### src/inc/pcrc_defs.svh
// Register offsets, field positions, reset values and counts for the CRC block
`ifndef PCRC_DEFS_SVH
`define PCRC_DEFS_SVH
`define PCRC_OFF_CON1 8'h00
`define PCRC_OFF_CON2 8'h04
`define PCRC_OFF_XORL 8'h08
`define PCRC_OFF_XORH 8'h0C
`define PCRC_OFF_DIN 8'h10
`define PCRC_OFF_RES 8'h14
`define PCRC_OFF_IST 8'h18
`define PCRC_OFF_IMSK 8'h1C
`define PCRC_B_EN 15
`define PCRC_B_IDL 13
`define PCRC_B_VW_LO 8
`define PCRC_B_FUL 7
`define PCRC_B_MPT 6
`define PCRC_B_ISEL 5
`define PCRC_B_GO 4
`define PCRC_B_LEND 3
`define PCRC_B_DW_LO 8
`define PCRC_IST_CRC 0
`define PCRC_IST_OVF 1
`define PCRC_RST_CTL 16'h0000
`define PCRC_FIFO_DEPTH 16
`define PCRC_FIFO_DEPTH_WIDE 8
`define PCRC_PLEN_NARROW_MAX 5'h07
`endif

### src/inc/pcrc_pkg.sv
// Types shared by the CRC block
package pcrc_pkg;
  typedef struct packed {
    logic module_enable;
    logic idle_stop;
    logic interrupt_select;
    logic shifter_start;
    logic lsb_first_select;
  } pcrc_ctl_t;
  typedef enum logic [2:0] {
    PCRC_IDLE = 3'b001,
    PCRC_LOAD = 3'b010,
    PCRC_SHIFT = 3'b100
  } pcrc_state_t;
endpackage

### src/verilog/pcrc_top.sv
// AXI4-Lite programmable CRC generator with word FIFO and serial engine
`timescale 1ns/1ps
`default_nettype none
`include "pcrc_defs.svh"
module pcrc_top import pcrc_pkg::*; #(
  parameter int DEPTH = `PCRC_FIFO_DEPTH
) (
  input wire logic aclk,
  input wire logic aresetn,
  input wire logic sys_idle,
  input wire logic [31:0] s_axi_awaddr,
  input wire logic s_axi_awvalid,
  output logic s_axi_awready,
  input wire logic [31:0] s_axi_wdata,
  input wire logic [3:0] s_axi_wstrb,
  input wire logic s_axi_wvalid,
  output logic s_axi_wready,
  output logic [1:0] s_axi_bresp,
  output logic s_axi_bvalid,
  input wire logic s_axi_bready,
  input wire logic [31:0] s_axi_araddr,
  input wire logic s_axi_arvalid,
  output logic s_axi_arready,
  output logic [31:0] s_axi_rdata,
  output logic [1:0] s_axi_rresp,
  output logic s_axi_rvalid,
  input wire logic s_axi_rready,
  output logic irq
);
  localparam int PW = $clog2(DEPTH);
  pcrc_ctl_t ctl_r;
  logic [4:0] data_width_field_r;
  logic [4:0] poly_length_field_r;
  logic [15:0] poly_hi_r;
  logic [15:1] poly_lo_r;
  logic [31:0] fifo_mem [DEPTH];
  logic [PW-1:0] wp_r;
  logic [PW-1:0] rp_r;
  logic [4:0] valid_word_count;
  logic [4:0] max_words;
  logic fifo_full_flag;
  logic fifo_empty_flag;
  logic [31:0] result_register;
  logic [31:0] shreg_r;
  logic [31:0] word_r;
  logic [4:0] bitcnt_r;
  pcrc_state_t st_r;
  logic [1:0] ist_r;
  logic [1:0] imsk_r;
  logic idle_s1_r;
  logic idle_s2_r;
  logic [31:0] awaddr_r;
  logic [31:0] wdata_r;
  logic aw_have_r;
  logic w_have_r;
  logic wlanes_ok_r;
  logic [7:0] waddr;
  logic [7:0] raddr;
  logic wr_fire;
  logic wr_ok;
  logic push;
  logic pop;
  logic run;
  logic done_evt;
  logic empty_evt;
  logic ovf_evt;
  logic crc_evt;
  logic [31:0] poly;
  logic [31:0] top_mask;
  logic fb;
  logic [31:0] shnext;
  logic [31:0] rd_nxt;
  // Idle request comes from the power manager domain
  always_ff @(posedge aclk) begin
    if (!aresetn) begin
      idle_s1_r <= 1'b0;
      idle_s2_r <= 1'b0;
    end else begin
      idle_s1_r <= sys_idle;
      idle_s2_r <= idle_s1_r;
    end
  end
  // Write channel: address and data accepted in either order
  assign s_axi_awready = !aw_have_r && !s_axi_bvalid;
  assign s_axi_wready = !w_have_r && !s_axi_bvalid;
  assign wr_fire = aw_have_r && w_have_r && !s_axi_bvalid;
  assign waddr = awaddr_r[7:0];
  assign s_axi_bresp = 2'h0;
  assign s_axi_rresp = 2'h0;
  always_ff @(posedge aclk) begin
    if (!aresetn) begin
      aw_have_r <= 1'b0;
      w_have_r <= 1'b0;
      awaddr_r <= 32'h0000_0000;
      wdata_r <= 32'h0000_0000;
      wlanes_ok_r <= 1'b0;
      s_axi_bvalid <= 1'b0;
    end else begin
      if (s_axi_awvalid && s_axi_awready) begin
        aw_have_r <= 1'b1;
        awaddr_r <= s_axi_awaddr;
      end else if (wr_fire) begin
        aw_have_r <= 1'b0;
      end
      if (s_axi_wvalid && s_axi_wready) begin
        w_have_r <= 1'b1;
        wdata_r <= s_axi_wdata;
        // Strobes only qualify the beat they came with
        wlanes_ok_r <= (s_axi_wstrb[1:0] == 2'h3);
      end else if (wr_fire) begin
        w_have_r <= 1'b0;
      end
      if (wr_fire) begin
        s_axi_bvalid <= 1'b1;
      end else if (s_axi_bready) begin
        s_axi_bvalid <= 1'b0;
      end
    end
  end
  // Only the low two byte lanes carry the 16-bit registers
  assign wr_ok = wr_fire && wlanes_ok_r;
  always_ff @(posedge aclk) begin
    if (!aresetn) begin
      ctl_r <= '0;
      data_width_field_r <= 5'h00;
      poly_length_field_r <= 5'h00;
      poly_hi_r <= `PCRC_RST_CTL;
      poly_lo_r <= 15'h0000;
      imsk_r <= 2'h0;
    end else if (wr_ok) begin
      case (waddr)
        `PCRC_OFF_CON1: begin
          ctl_r.module_enable <= wdata_r[`PCRC_B_EN];
          ctl_r.idle_stop <= wdata_r[`PCRC_B_IDL];
          ctl_r.interrupt_select <= wdata_r[`PCRC_B_ISEL];
          ctl_r.shifter_start <= wdata_r[`PCRC_B_GO];
          ctl_r.lsb_first_select <= wdata_r[`PCRC_B_LEND];
        end
        `PCRC_OFF_CON2: begin
          data_width_field_r <= wdata_r[`PCRC_B_DW_LO +: 5];
          poly_length_field_r <= wdata_r[4:0];
        end
        `PCRC_OFF_XORH: poly_hi_r <= wdata_r[15:0];
        `PCRC_OFF_XORL: poly_lo_r <= wdata_r[15:1];
        `PCRC_OFF_IMSK: imsk_r <= wdata_r[1:0];
        default: begin
        end
      endcase
    end
  end
  // FIFO depth halves for wide polynomials
  assign max_words = (poly_length_field_r > `PCRC_PLEN_NARROW_MAX) ?
    5'(`PCRC_FIFO_DEPTH_WIDE) : 5'(DEPTH);
  // At or above: a length change may shrink the limit under a full FIFO
  assign fifo_full_flag = (valid_word_count >= max_words);
  assign fifo_empty_flag = (valid_word_count == 5'h00);
  // Writes past full are dropped and flagged
  assign push = wr_ok && (waddr == `PCRC_OFF_DIN) && ctl_r.module_enable &&
    !fifo_full_flag;
  assign ovf_evt = wr_ok && (waddr == `PCRC_OFF_DIN) && fifo_full_flag;
  assign run = ctl_r.module_enable && ctl_r.shifter_start &&
    !(ctl_r.idle_stop && idle_s2_r);
  assign pop = run && (st_r == PCRC_IDLE) && !fifo_empty_flag;
  always_ff @(posedge aclk) begin
    if (push) begin
      fifo_mem[wp_r] <= wdata_r;
    end
  end
  always_ff @(posedge aclk) begin
    if (!aresetn || !ctl_r.module_enable) begin
      wp_r <= '0;
      rp_r <= '0;
      valid_word_count <= 5'h00;
    end else begin
      if (push) begin
        wp_r <= PW'(wp_r + 1'b1);
      end
      if (pop) begin
        rp_r <= PW'(rp_r + 1'b1);
      end
      valid_word_count <= 5'(valid_word_count + push - pop);
    end
  end
  // Term zero always applied; top term implied by length
  assign poly = {poly_hi_r, poly_lo_r, 1'b1};
  assign top_mask = 32'hFFFF_FFFF >> (5'h1F - poly_length_field_r);
  // Engine: one data bit per clock, left-shifting register
  always_comb begin
    fb = shreg_r[poly_length_field_r] ^ (ctl_r.lsb_first_select ?
      word_r[bitcnt_r] :
      word_r[data_width_field_r - bitcnt_r]);
    shnext = {shreg_r[30:0], 1'b0};
    if (fb) begin
      shnext = shnext ^ poly;
    end
    shnext = shnext & top_mask;
  end
  always_ff @(posedge aclk) begin
    if (!aresetn || !ctl_r.module_enable) begin
      st_r <= PCRC_IDLE;
      shreg_r <= 32'h0000_0000;
      bitcnt_r <= 5'h00;
      word_r <= 32'h0000_0000;
      result_register <= 32'h0000_0000;
    end else begin
      case (st_r)
        PCRC_IDLE: begin
          bitcnt_r <= 5'h00;
          if (pop) begin
            // Latched here, since the read pointer moves on at pop
            word_r <= fifo_mem[rp_r];
            st_r <= PCRC_SHIFT;
          end
        end
        PCRC_SHIFT: begin
          if (run) begin
            shreg_r <= shnext;
            bitcnt_r <= 5'(bitcnt_r + 1'b1);
            if (bitcnt_r == data_width_field_r) begin
              st_r <= PCRC_LOAD;
            end
          end else if (!ctl_r.shifter_start) begin
            st_r <= PCRC_IDLE;
          end
        end
        PCRC_LOAD: begin
          result_register <= shreg_r;
          st_r <= PCRC_IDLE;
        end
        default: st_r <= PCRC_IDLE;
      endcase
    end
  end
  // Last word still shifts from its latch once the FIFO reads empty
  assign done_evt = (st_r == PCRC_LOAD) && fifo_empty_flag;
  assign empty_evt = pop && !push && (valid_word_count == 5'h01);
  assign crc_evt = ctl_r.interrupt_select ? empty_evt : done_evt;
  always_ff @(posedge aclk) begin
    if (!aresetn) begin
      ist_r <= 2'h0;
    end else begin
      // Set wins over a same-cycle write-one-to-clear
      for (int i = 0; i < 2; i++) begin
        if ((i == `PCRC_IST_CRC && crc_evt) ||
            (i == `PCRC_IST_OVF && ovf_evt)) begin
          ist_r[i] <= 1'b1;
        end else if (wr_ok && waddr == `PCRC_OFF_IST && wdata_r[i]) begin
          ist_r[i] <= 1'b0;
        end
      end
    end
  end
  assign irq = |(ist_r & imsk_r);
  // Read channel
  assign raddr = s_axi_araddr[7:0];
  assign s_axi_arready = !s_axi_rvalid;
  always_comb begin
    rd_nxt = 32'h0000_0000;
    case (raddr)
      `PCRC_OFF_CON1: begin
        rd_nxt[`PCRC_B_EN] = ctl_r.module_enable;
        rd_nxt[`PCRC_B_IDL] = ctl_r.idle_stop;
        rd_nxt[`PCRC_B_VW_LO +: 5] = valid_word_count;
        rd_nxt[`PCRC_B_FUL] = fifo_full_flag;
        rd_nxt[`PCRC_B_MPT] = fifo_empty_flag;
        rd_nxt[`PCRC_B_ISEL] = ctl_r.interrupt_select;
        rd_nxt[`PCRC_B_GO] = ctl_r.shifter_start;
        rd_nxt[`PCRC_B_LEND] = ctl_r.lsb_first_select;
      end
      `PCRC_OFF_CON2: begin
        rd_nxt[`PCRC_B_DW_LO +: 5] = data_width_field_r;
        rd_nxt[4:0] = poly_length_field_r;
      end
      `PCRC_OFF_XORH: rd_nxt[15:0] = poly_hi_r;
      `PCRC_OFF_XORL: rd_nxt[15:0] = {poly_lo_r, 1'b0};
      `PCRC_OFF_RES: rd_nxt = result_register;
      `PCRC_OFF_IST: rd_nxt[1:0] = ist_r;
      `PCRC_OFF_IMSK: rd_nxt[1:0] = imsk_r;
      default: rd_nxt = 32'h0000_0000;
    endcase
  end
  always_ff @(posedge aclk) begin
    if (!aresetn) begin
      s_axi_rvalid <= 1'b0;
      s_axi_rdata <= 32'h0000_0000;
    end else if (s_axi_arvalid && s_axi_arready) begin
      s_axi_rvalid <= 1'b1;
      s_axi_rdata <= rd_nxt;
    end else if (s_axi_rready) begin
      s_axi_rvalid <= 1'b0;
    end
  end
  a_full_flag: assert property (@(posedge aclk) disable iff (!aresetn)
    (fifo_full_flag && !pop && ctl_r.module_enable) |=>
      valid_word_count == $past(valid_word_count))
    else $error("word count moved while full");
  a_empty_reset: assert property (@(posedge aclk)
    !aresetn |=> fifo_empty_flag)
    else $error("empty flag low after reset");
  a_disable_clears: assert property (@(posedge aclk)
    disable iff (!aresetn)
    !ctl_r.module_enable |=> valid_word_count == 5'h00 &&
      result_register == 32'h0000_0000)
    else $error("disable did not clear state");
  a_count_limit: assert property (@(posedge aclk)
    disable iff (!aresetn)
    push |=> valid_word_count <= max_words)
    else $error("word count above maximum");
  a_idle_halt: assert property (@(posedge aclk)
    disable iff (!aresetn)
    (ctl_r.idle_stop && idle_s2_r && ctl_r.module_enable) |=>
      $stable(shreg_r) && $stable(rp_r))
    else $error("shifter ran in idle");
  a_shift_done: assert property (@(posedge aclk)
    disable iff (!aresetn)
    (st_r == PCRC_SHIFT && run && bitcnt_r == data_width_field_r)
    |=> st_r == PCRC_LOAD)
    else $error("word length not honoured");
  a_low_bit_zero: assert property (@(posedge aclk)
    disable iff (!aresetn)
    s_axi_rvalid && $past(raddr) == `PCRC_OFF_XORL &&
    $past(s_axi_arvalid && s_axi_arready) |-> !s_axi_rdata[0])
    else $error("low poly bit 0 read nonzero");
  a_irq_sel: assert property (@(posedge aclk)
    disable iff (!aresetn)
    (crc_evt && imsk_r[0]) |=> irq || !imsk_r[0])
    else $error("interrupt not raised");
  a_top_mask: assert property (@(posedge aclk)
    disable iff (!aresetn)
    (st_r == PCRC_SHIFT && run) |=>
      (shreg_r & ~$past(top_mask)) == 32'h0000_0000)
    else $error("engine bits beyond length");
  c_push: cover property (@(posedge aclk) push);
  c_full: cover property (@(posedge aclk) fifo_full_flag);
  c_done: cover property (@(posedge aclk) done_evt);
  c_irq: cover property (@(posedge aclk) irq);
endmodule
`default_nettype wire
### config.mk
export PLATFORM = sky130hd
export DESIGN_NAME = pcrc_top
export DESIGN_NICKNAME = d
export VERILOG_FILES = /design/src/inc/pcrc_pkg.sv /design/src/verilog/pcrc_top.sv
export VERILOG_INCLUDE_DIRS = /design/src /design/src/inc
export SDC_FILE = /design/constraint.sdc
export NUM_CORES = 1
export LEC_CHECK = 0
export ABC_AREA = 1
export ABC_CLOCK_PERIOD_IN_PS = 3600
export BUFFER_PORTS_ARGS = -buffer_cell sky130_fd_sc_hd__buf_4
export CAP_MARGIN = 20
export CORE_MARGIN = 1
export CORE_UTILIZATION = 50
export CTS_BUF_LIST = sky130_fd_sc_hd__clkbuf_2
export CTS_CLUSTER_DIAMETER = 30
export DETAILED_ROUTE_END_ITERATION = 7
export HOLD_SLACK_MARGIN = 0.08
export PLACE_DENSITY = 0.68
export SLEW_MARGIN = 40
export SYNTH_ARGS = -nofsm -noshare
export SYNTH_HDL_FRONTEND = slang
export SYNTH_SLANG_ARGS = --single-unit
### constraint.sdc
create_clock -name aclk -period 3.6 [get_ports aclk]
set_clock_uncertainty 0.05 [all_clocks]
set_input_delay 0 -clock aclk [delete_from_list [all_inputs] [get_ports aclk]]
set_output_delay 0 -clock aclk [all_outputs]
set_load 0.05 [all_outputs]
==> key figures <==
Hold path
  • Hold WC Path Type: input port to flop
  • Worst hold path endpoint: s_axi_rdata[5]
  • Hold wc startpoint: s_axi_arvalid
  • Hold path depth: 7

Setup path
  • Slowest stage delay, CP: 0.69 ns
  • FF-to-FF End: valid_word_count[4]
  • Critical path capture point type: flop
  • Crit path max fanout: 31
  • CP Data Arrival Time: around 4.8 ns
  • Most common cell on crit path: dlygate4sd3_1
  • CP Data Required Time: 4.84 ns
  • Critical path class: input port to flop
  • CP max-delay cell: dlygate4sd3_1
  • Nature of the critical path startpoint: input port
  • Reg2reg start: poly_length_field_r[4]
  • Flop-to-flop setup slack: 0.24 ns
  • Crit path cell chain: dlygate4sd3_1, buf_4, dlygate4sd3_1, or2_2, nor3_2, dlygate4sd3_1, nand2_1, clkinv_2, nand2_1, nand3_1, dlygate4sd3_1, o21ai_0, dlygate4sd3_1, a21oi_1
  • Worst r2r path cells: 16

Global routing
  • Pin count of the biggest net entering global routing: 106
  • First-pass GRT wire length: 144,000 um
  • Number of global-route vias before repair: between 20,000 and 30,000
  • Initial antenna violation count: 8
  • Total gr overflow: 0
  • Met1 Use GR: 38.1%
  • Gr usage total: 28.7%
  • M2 GR Usage: 45.8%
  • Most Used Layer, Global Route: met2
  • M3 GR Usage: 5.70%

Floorplan
  • Core Region: 63,500 um2
  • Die height: 257 um
  • Die area: 65,800 um2
  • Row count: 92
  • # IOs: 150
  • Initial core utilization: between 50% and 60%
  • Die width: 257 um

Logic synthesis
  • Sequential area share after synthesis: 62.6%
  • Ys async rst share: 0%
  • Cell Area, Synth: 32,400 um2
  • Synth Flop Type: edfxtp_1
  • #FFs+latches synth: 758
  • YS warnings: 0
  • Syn_area_per_cell: 10.9 um2
  • Synth cell types: 51
  • EDFF count, synth: a little over 500
  • Cells after Synth: 2,975

Drt
  • Via count: 25,211
  • Pre-antenna DRT Iters: 6
  • DRC violations left: 0
  • DR iter-0 viols: 2,566
  • Avg WL per Cell: approximately 22 um
  • Vias per cell: 5.78
  • Routed Wire Length: 94,900 um
  • Post-route ant nets: 0

Layout
  • Area grow syn2layout: 17.8%
  • Fin area: roughly 38,000 um2
  • Storage cell area: 20,300 um2
  • Layout cell share with drive strength beyond 1: 17.6%
  • Filler cells: 5,166
  • NumNets Final: ~3,500
  • Multi-input gate area: 10,200 um2

STA
  • Fin. Hold Viols: 0
  • Worst Tran Pin Value: 0.883 ns
  • WHS: 0.382 ns
  • Setup TNS: 0 ns
  • RSZ-0062 raised after global routing: false
  • Number of setup violations in the final report: 0
  • Fmax: roughly 280 MHz
  • Tcrit/Tclk final: 97.6%
  • Final worst path period need: between 3 and 4 ns
  • Slew HR: 41.1%
  • Slew Viols, Final: 0

Clock network
  • Setup bufs post-CTS: 0
  • Root buffer selected by CTS: clkbuf_2
  • Cts bufs inserted: 194
  • # H-tree levels: 4
  • Clock buffer depth: 3
  • CTS tree: done
  • Clk slew on worst S/H paths: 0.12 ns
  • Clock Sinks: between 700 and 800
  • Clock Latency Late Sink: 1.44 ns

Placement
  • Dpl hpwl: 51,300 um
  • Port-buffer cells: 95
  • Gpl congestion: 0.917
  • Post-DP Area: between 30,000 and 40,000 um2

Power and ir drop
  • Leak: approximately 14 nW
  • Power Density: 424 nW/um2
  • IR drop worst, VDD: 398 uV

Run
  • Max-cap violations: 0

Outcome
  • Status: finished clean
## logic make-up after synthesis
group           synth area share, %
compound gates                 15.1
xor+xnor                      0.892
fa+ha+maj                     0.819
buf+inv                        6.51
flops                          62.6
mux                            3.95
other cells                  0.0116
simple gates                   10.1
## where the power goes
group / switching (W) / internal, W / total, W
registers: 0.000178 / 0.00939 / 0.00957
clock network: 0.00361 / 0.00240 / 0.00601
logic: 0.000307 / 0.000282 / 0.000589
## how the worst max path moves through the flow
stage / start / end / slack [ns]
2_1_floorplan: poly_length_field_r[3] / fifo_mem[11][0] / 0.18
3_3_place_gp: data_width_field_r[0] / shreg_r[4] / 0.29
3_5_place_dp: data_width_field_r[0] / shreg_r[12] / 0.28
4_1_cts: s_axi_araddr[0] / s_axi_rdata[7] / 0.09
5_1_grt: poly_length_field_r[4] / valid_word_count[4] / 0.03
6_report: s_axi_araddr[6] / s_axi_rdata[0] / 0.09
## worst max-delay path, delay by kind of cell
| kind | cells | cell delay [ns] |
|---|---|---|
| and+or+nand+nor | 5 | 0.86 |
| AOI/OAI and AO/OA | 2 | 0.28 |
| buffers and inverters | 7 | 3.61 |
## cell type report
type	count	share of cell area, %
sequential	758	53.2
multi-input combinational	1716	26.6
timing repair buffer	369	9.44
clock buffer	289	3.79
inverter	313	3.11
tap	846	2.77
clock inverter	65	0.980
antenna	9	0.0590
## registers in the layout, summed over array words and instances (netlist names), 8 cells and up
| register | cells |
|---|---|
| fifo_mem | 512 |
| result_register | 32 |
| s_axi_rdata | 32 |
| shreg_r | 32 |
| wdata_r | 32 |
| word_r | 32 |
| poly_hi_r | 16 |
| poly_lo_r | 15 |
| awaddr_r | 8 |
## Yosys cell counts, types with 5 or more instances
master | count | area [um2]
o211ai_1 | 122 | 916
a21oi_1 | 304 | 1520
nor2_1 | 147 | 552
a21oi_2 | 20 | 175
nor3_1 | 18 | 90.1
o21a_1 | 5 | 37.5
nand2_1 | 246 | 923
o21ai_1 | 22 | 110
dfxtp_1 | 246 | 4920
inv_2 | 13 | 48.8
buf_4 | 22 | 165
a31o_2 | 18 | 158
inv_1 | 299 | 1120
a221oi_1 | 10 | 87.6
a31o_1 | 10 | 87.6
nand3_2 | 47 | 470
nand3_1 | 184 | 921
edfxtp_1 | 512 | 15400
clkbuf_1 | 116 | 435
buf_1 | 13 | 48.8
buf_6 | 13 | 146
mux2i_1 | 128 | 1280
nor4_1 | 5 | 31.3
nor2_2 | 5 | 31.3
ha_1 | 18 | 225
xnor2_1 | 32 | 280
a211oi_1 | 17 | 128
buf_2 | 27 | 135
o21ai_0 | 315 | 1580
## per-layer routing
layer / up-vias / wire, um / part of all wire, %
met3: 242 / 8490 / 8.9
met1: 12226 / 38600 / 41
met5: - / 0 / 0
li1: 11449 / - / -
met4: 0 / 3050 / 3.2
met2: 1294 / 44700 / 47
## stage by stage
stage | instances | total power (W) | utilization (%) | setup WS, ns
detailed placement | 3782 | 0.0101 | 53.7 | 0.278
global placement | 3782 | 0.0101 | 53.7 | 0.292
finish | 4365 | 0.0162 | 60.1 | 0.0857
global route | 4365 | 0.0167 | 60.1 | 0.0302
CTS | 4357 | 0.0162 | 60.0 | 0.0888
floorplan | 2978 | 0.00988 | - | 0.181
## cells in the final DEF (no fill, tap or decap), types with 6 or more instances in the layout
cell type      Yosys  routed
a211oi_1          17      17
a21oi_1          304     304
a21oi_2           20      20
a221oi_1          10      10
a31o_1            10      10
a31o_2            18      18
buf_12             0      22
buf_4             22     125
clkbuf_2           0     289
clkinv_1           0      37
clkinv_2           0      17
dfxtp_1          246     242
diode_2            0       9
dlygate4sd3_1      0     220
edfxtp_1         512     512
ha_1              18      18
inv_1            299     295
inv_2             13      15
mux2i_1          128     128
nand2_1          246     244
nand3_1          184     184
nand3_2           47      47
nor2_1           147     130
nor2_4             3      20
nor3_1            18      15
nor3_2             4       6
o211ai_1         122     122
o21ai_0          315     315
o21ai_1           22      22
xnor2_1           32      32
## repair_timing
| item | in CTS | in global routing |
|---|---|---|
| resized for setup | 0 | 3 |
| hold buffers | 221 | 1 |
| endpoints found under the hold margin | 246 | 1 |
| setup endpoints to repair | 0 | 2 |
No activity file was read; power rests on OpenSTA's default activity.
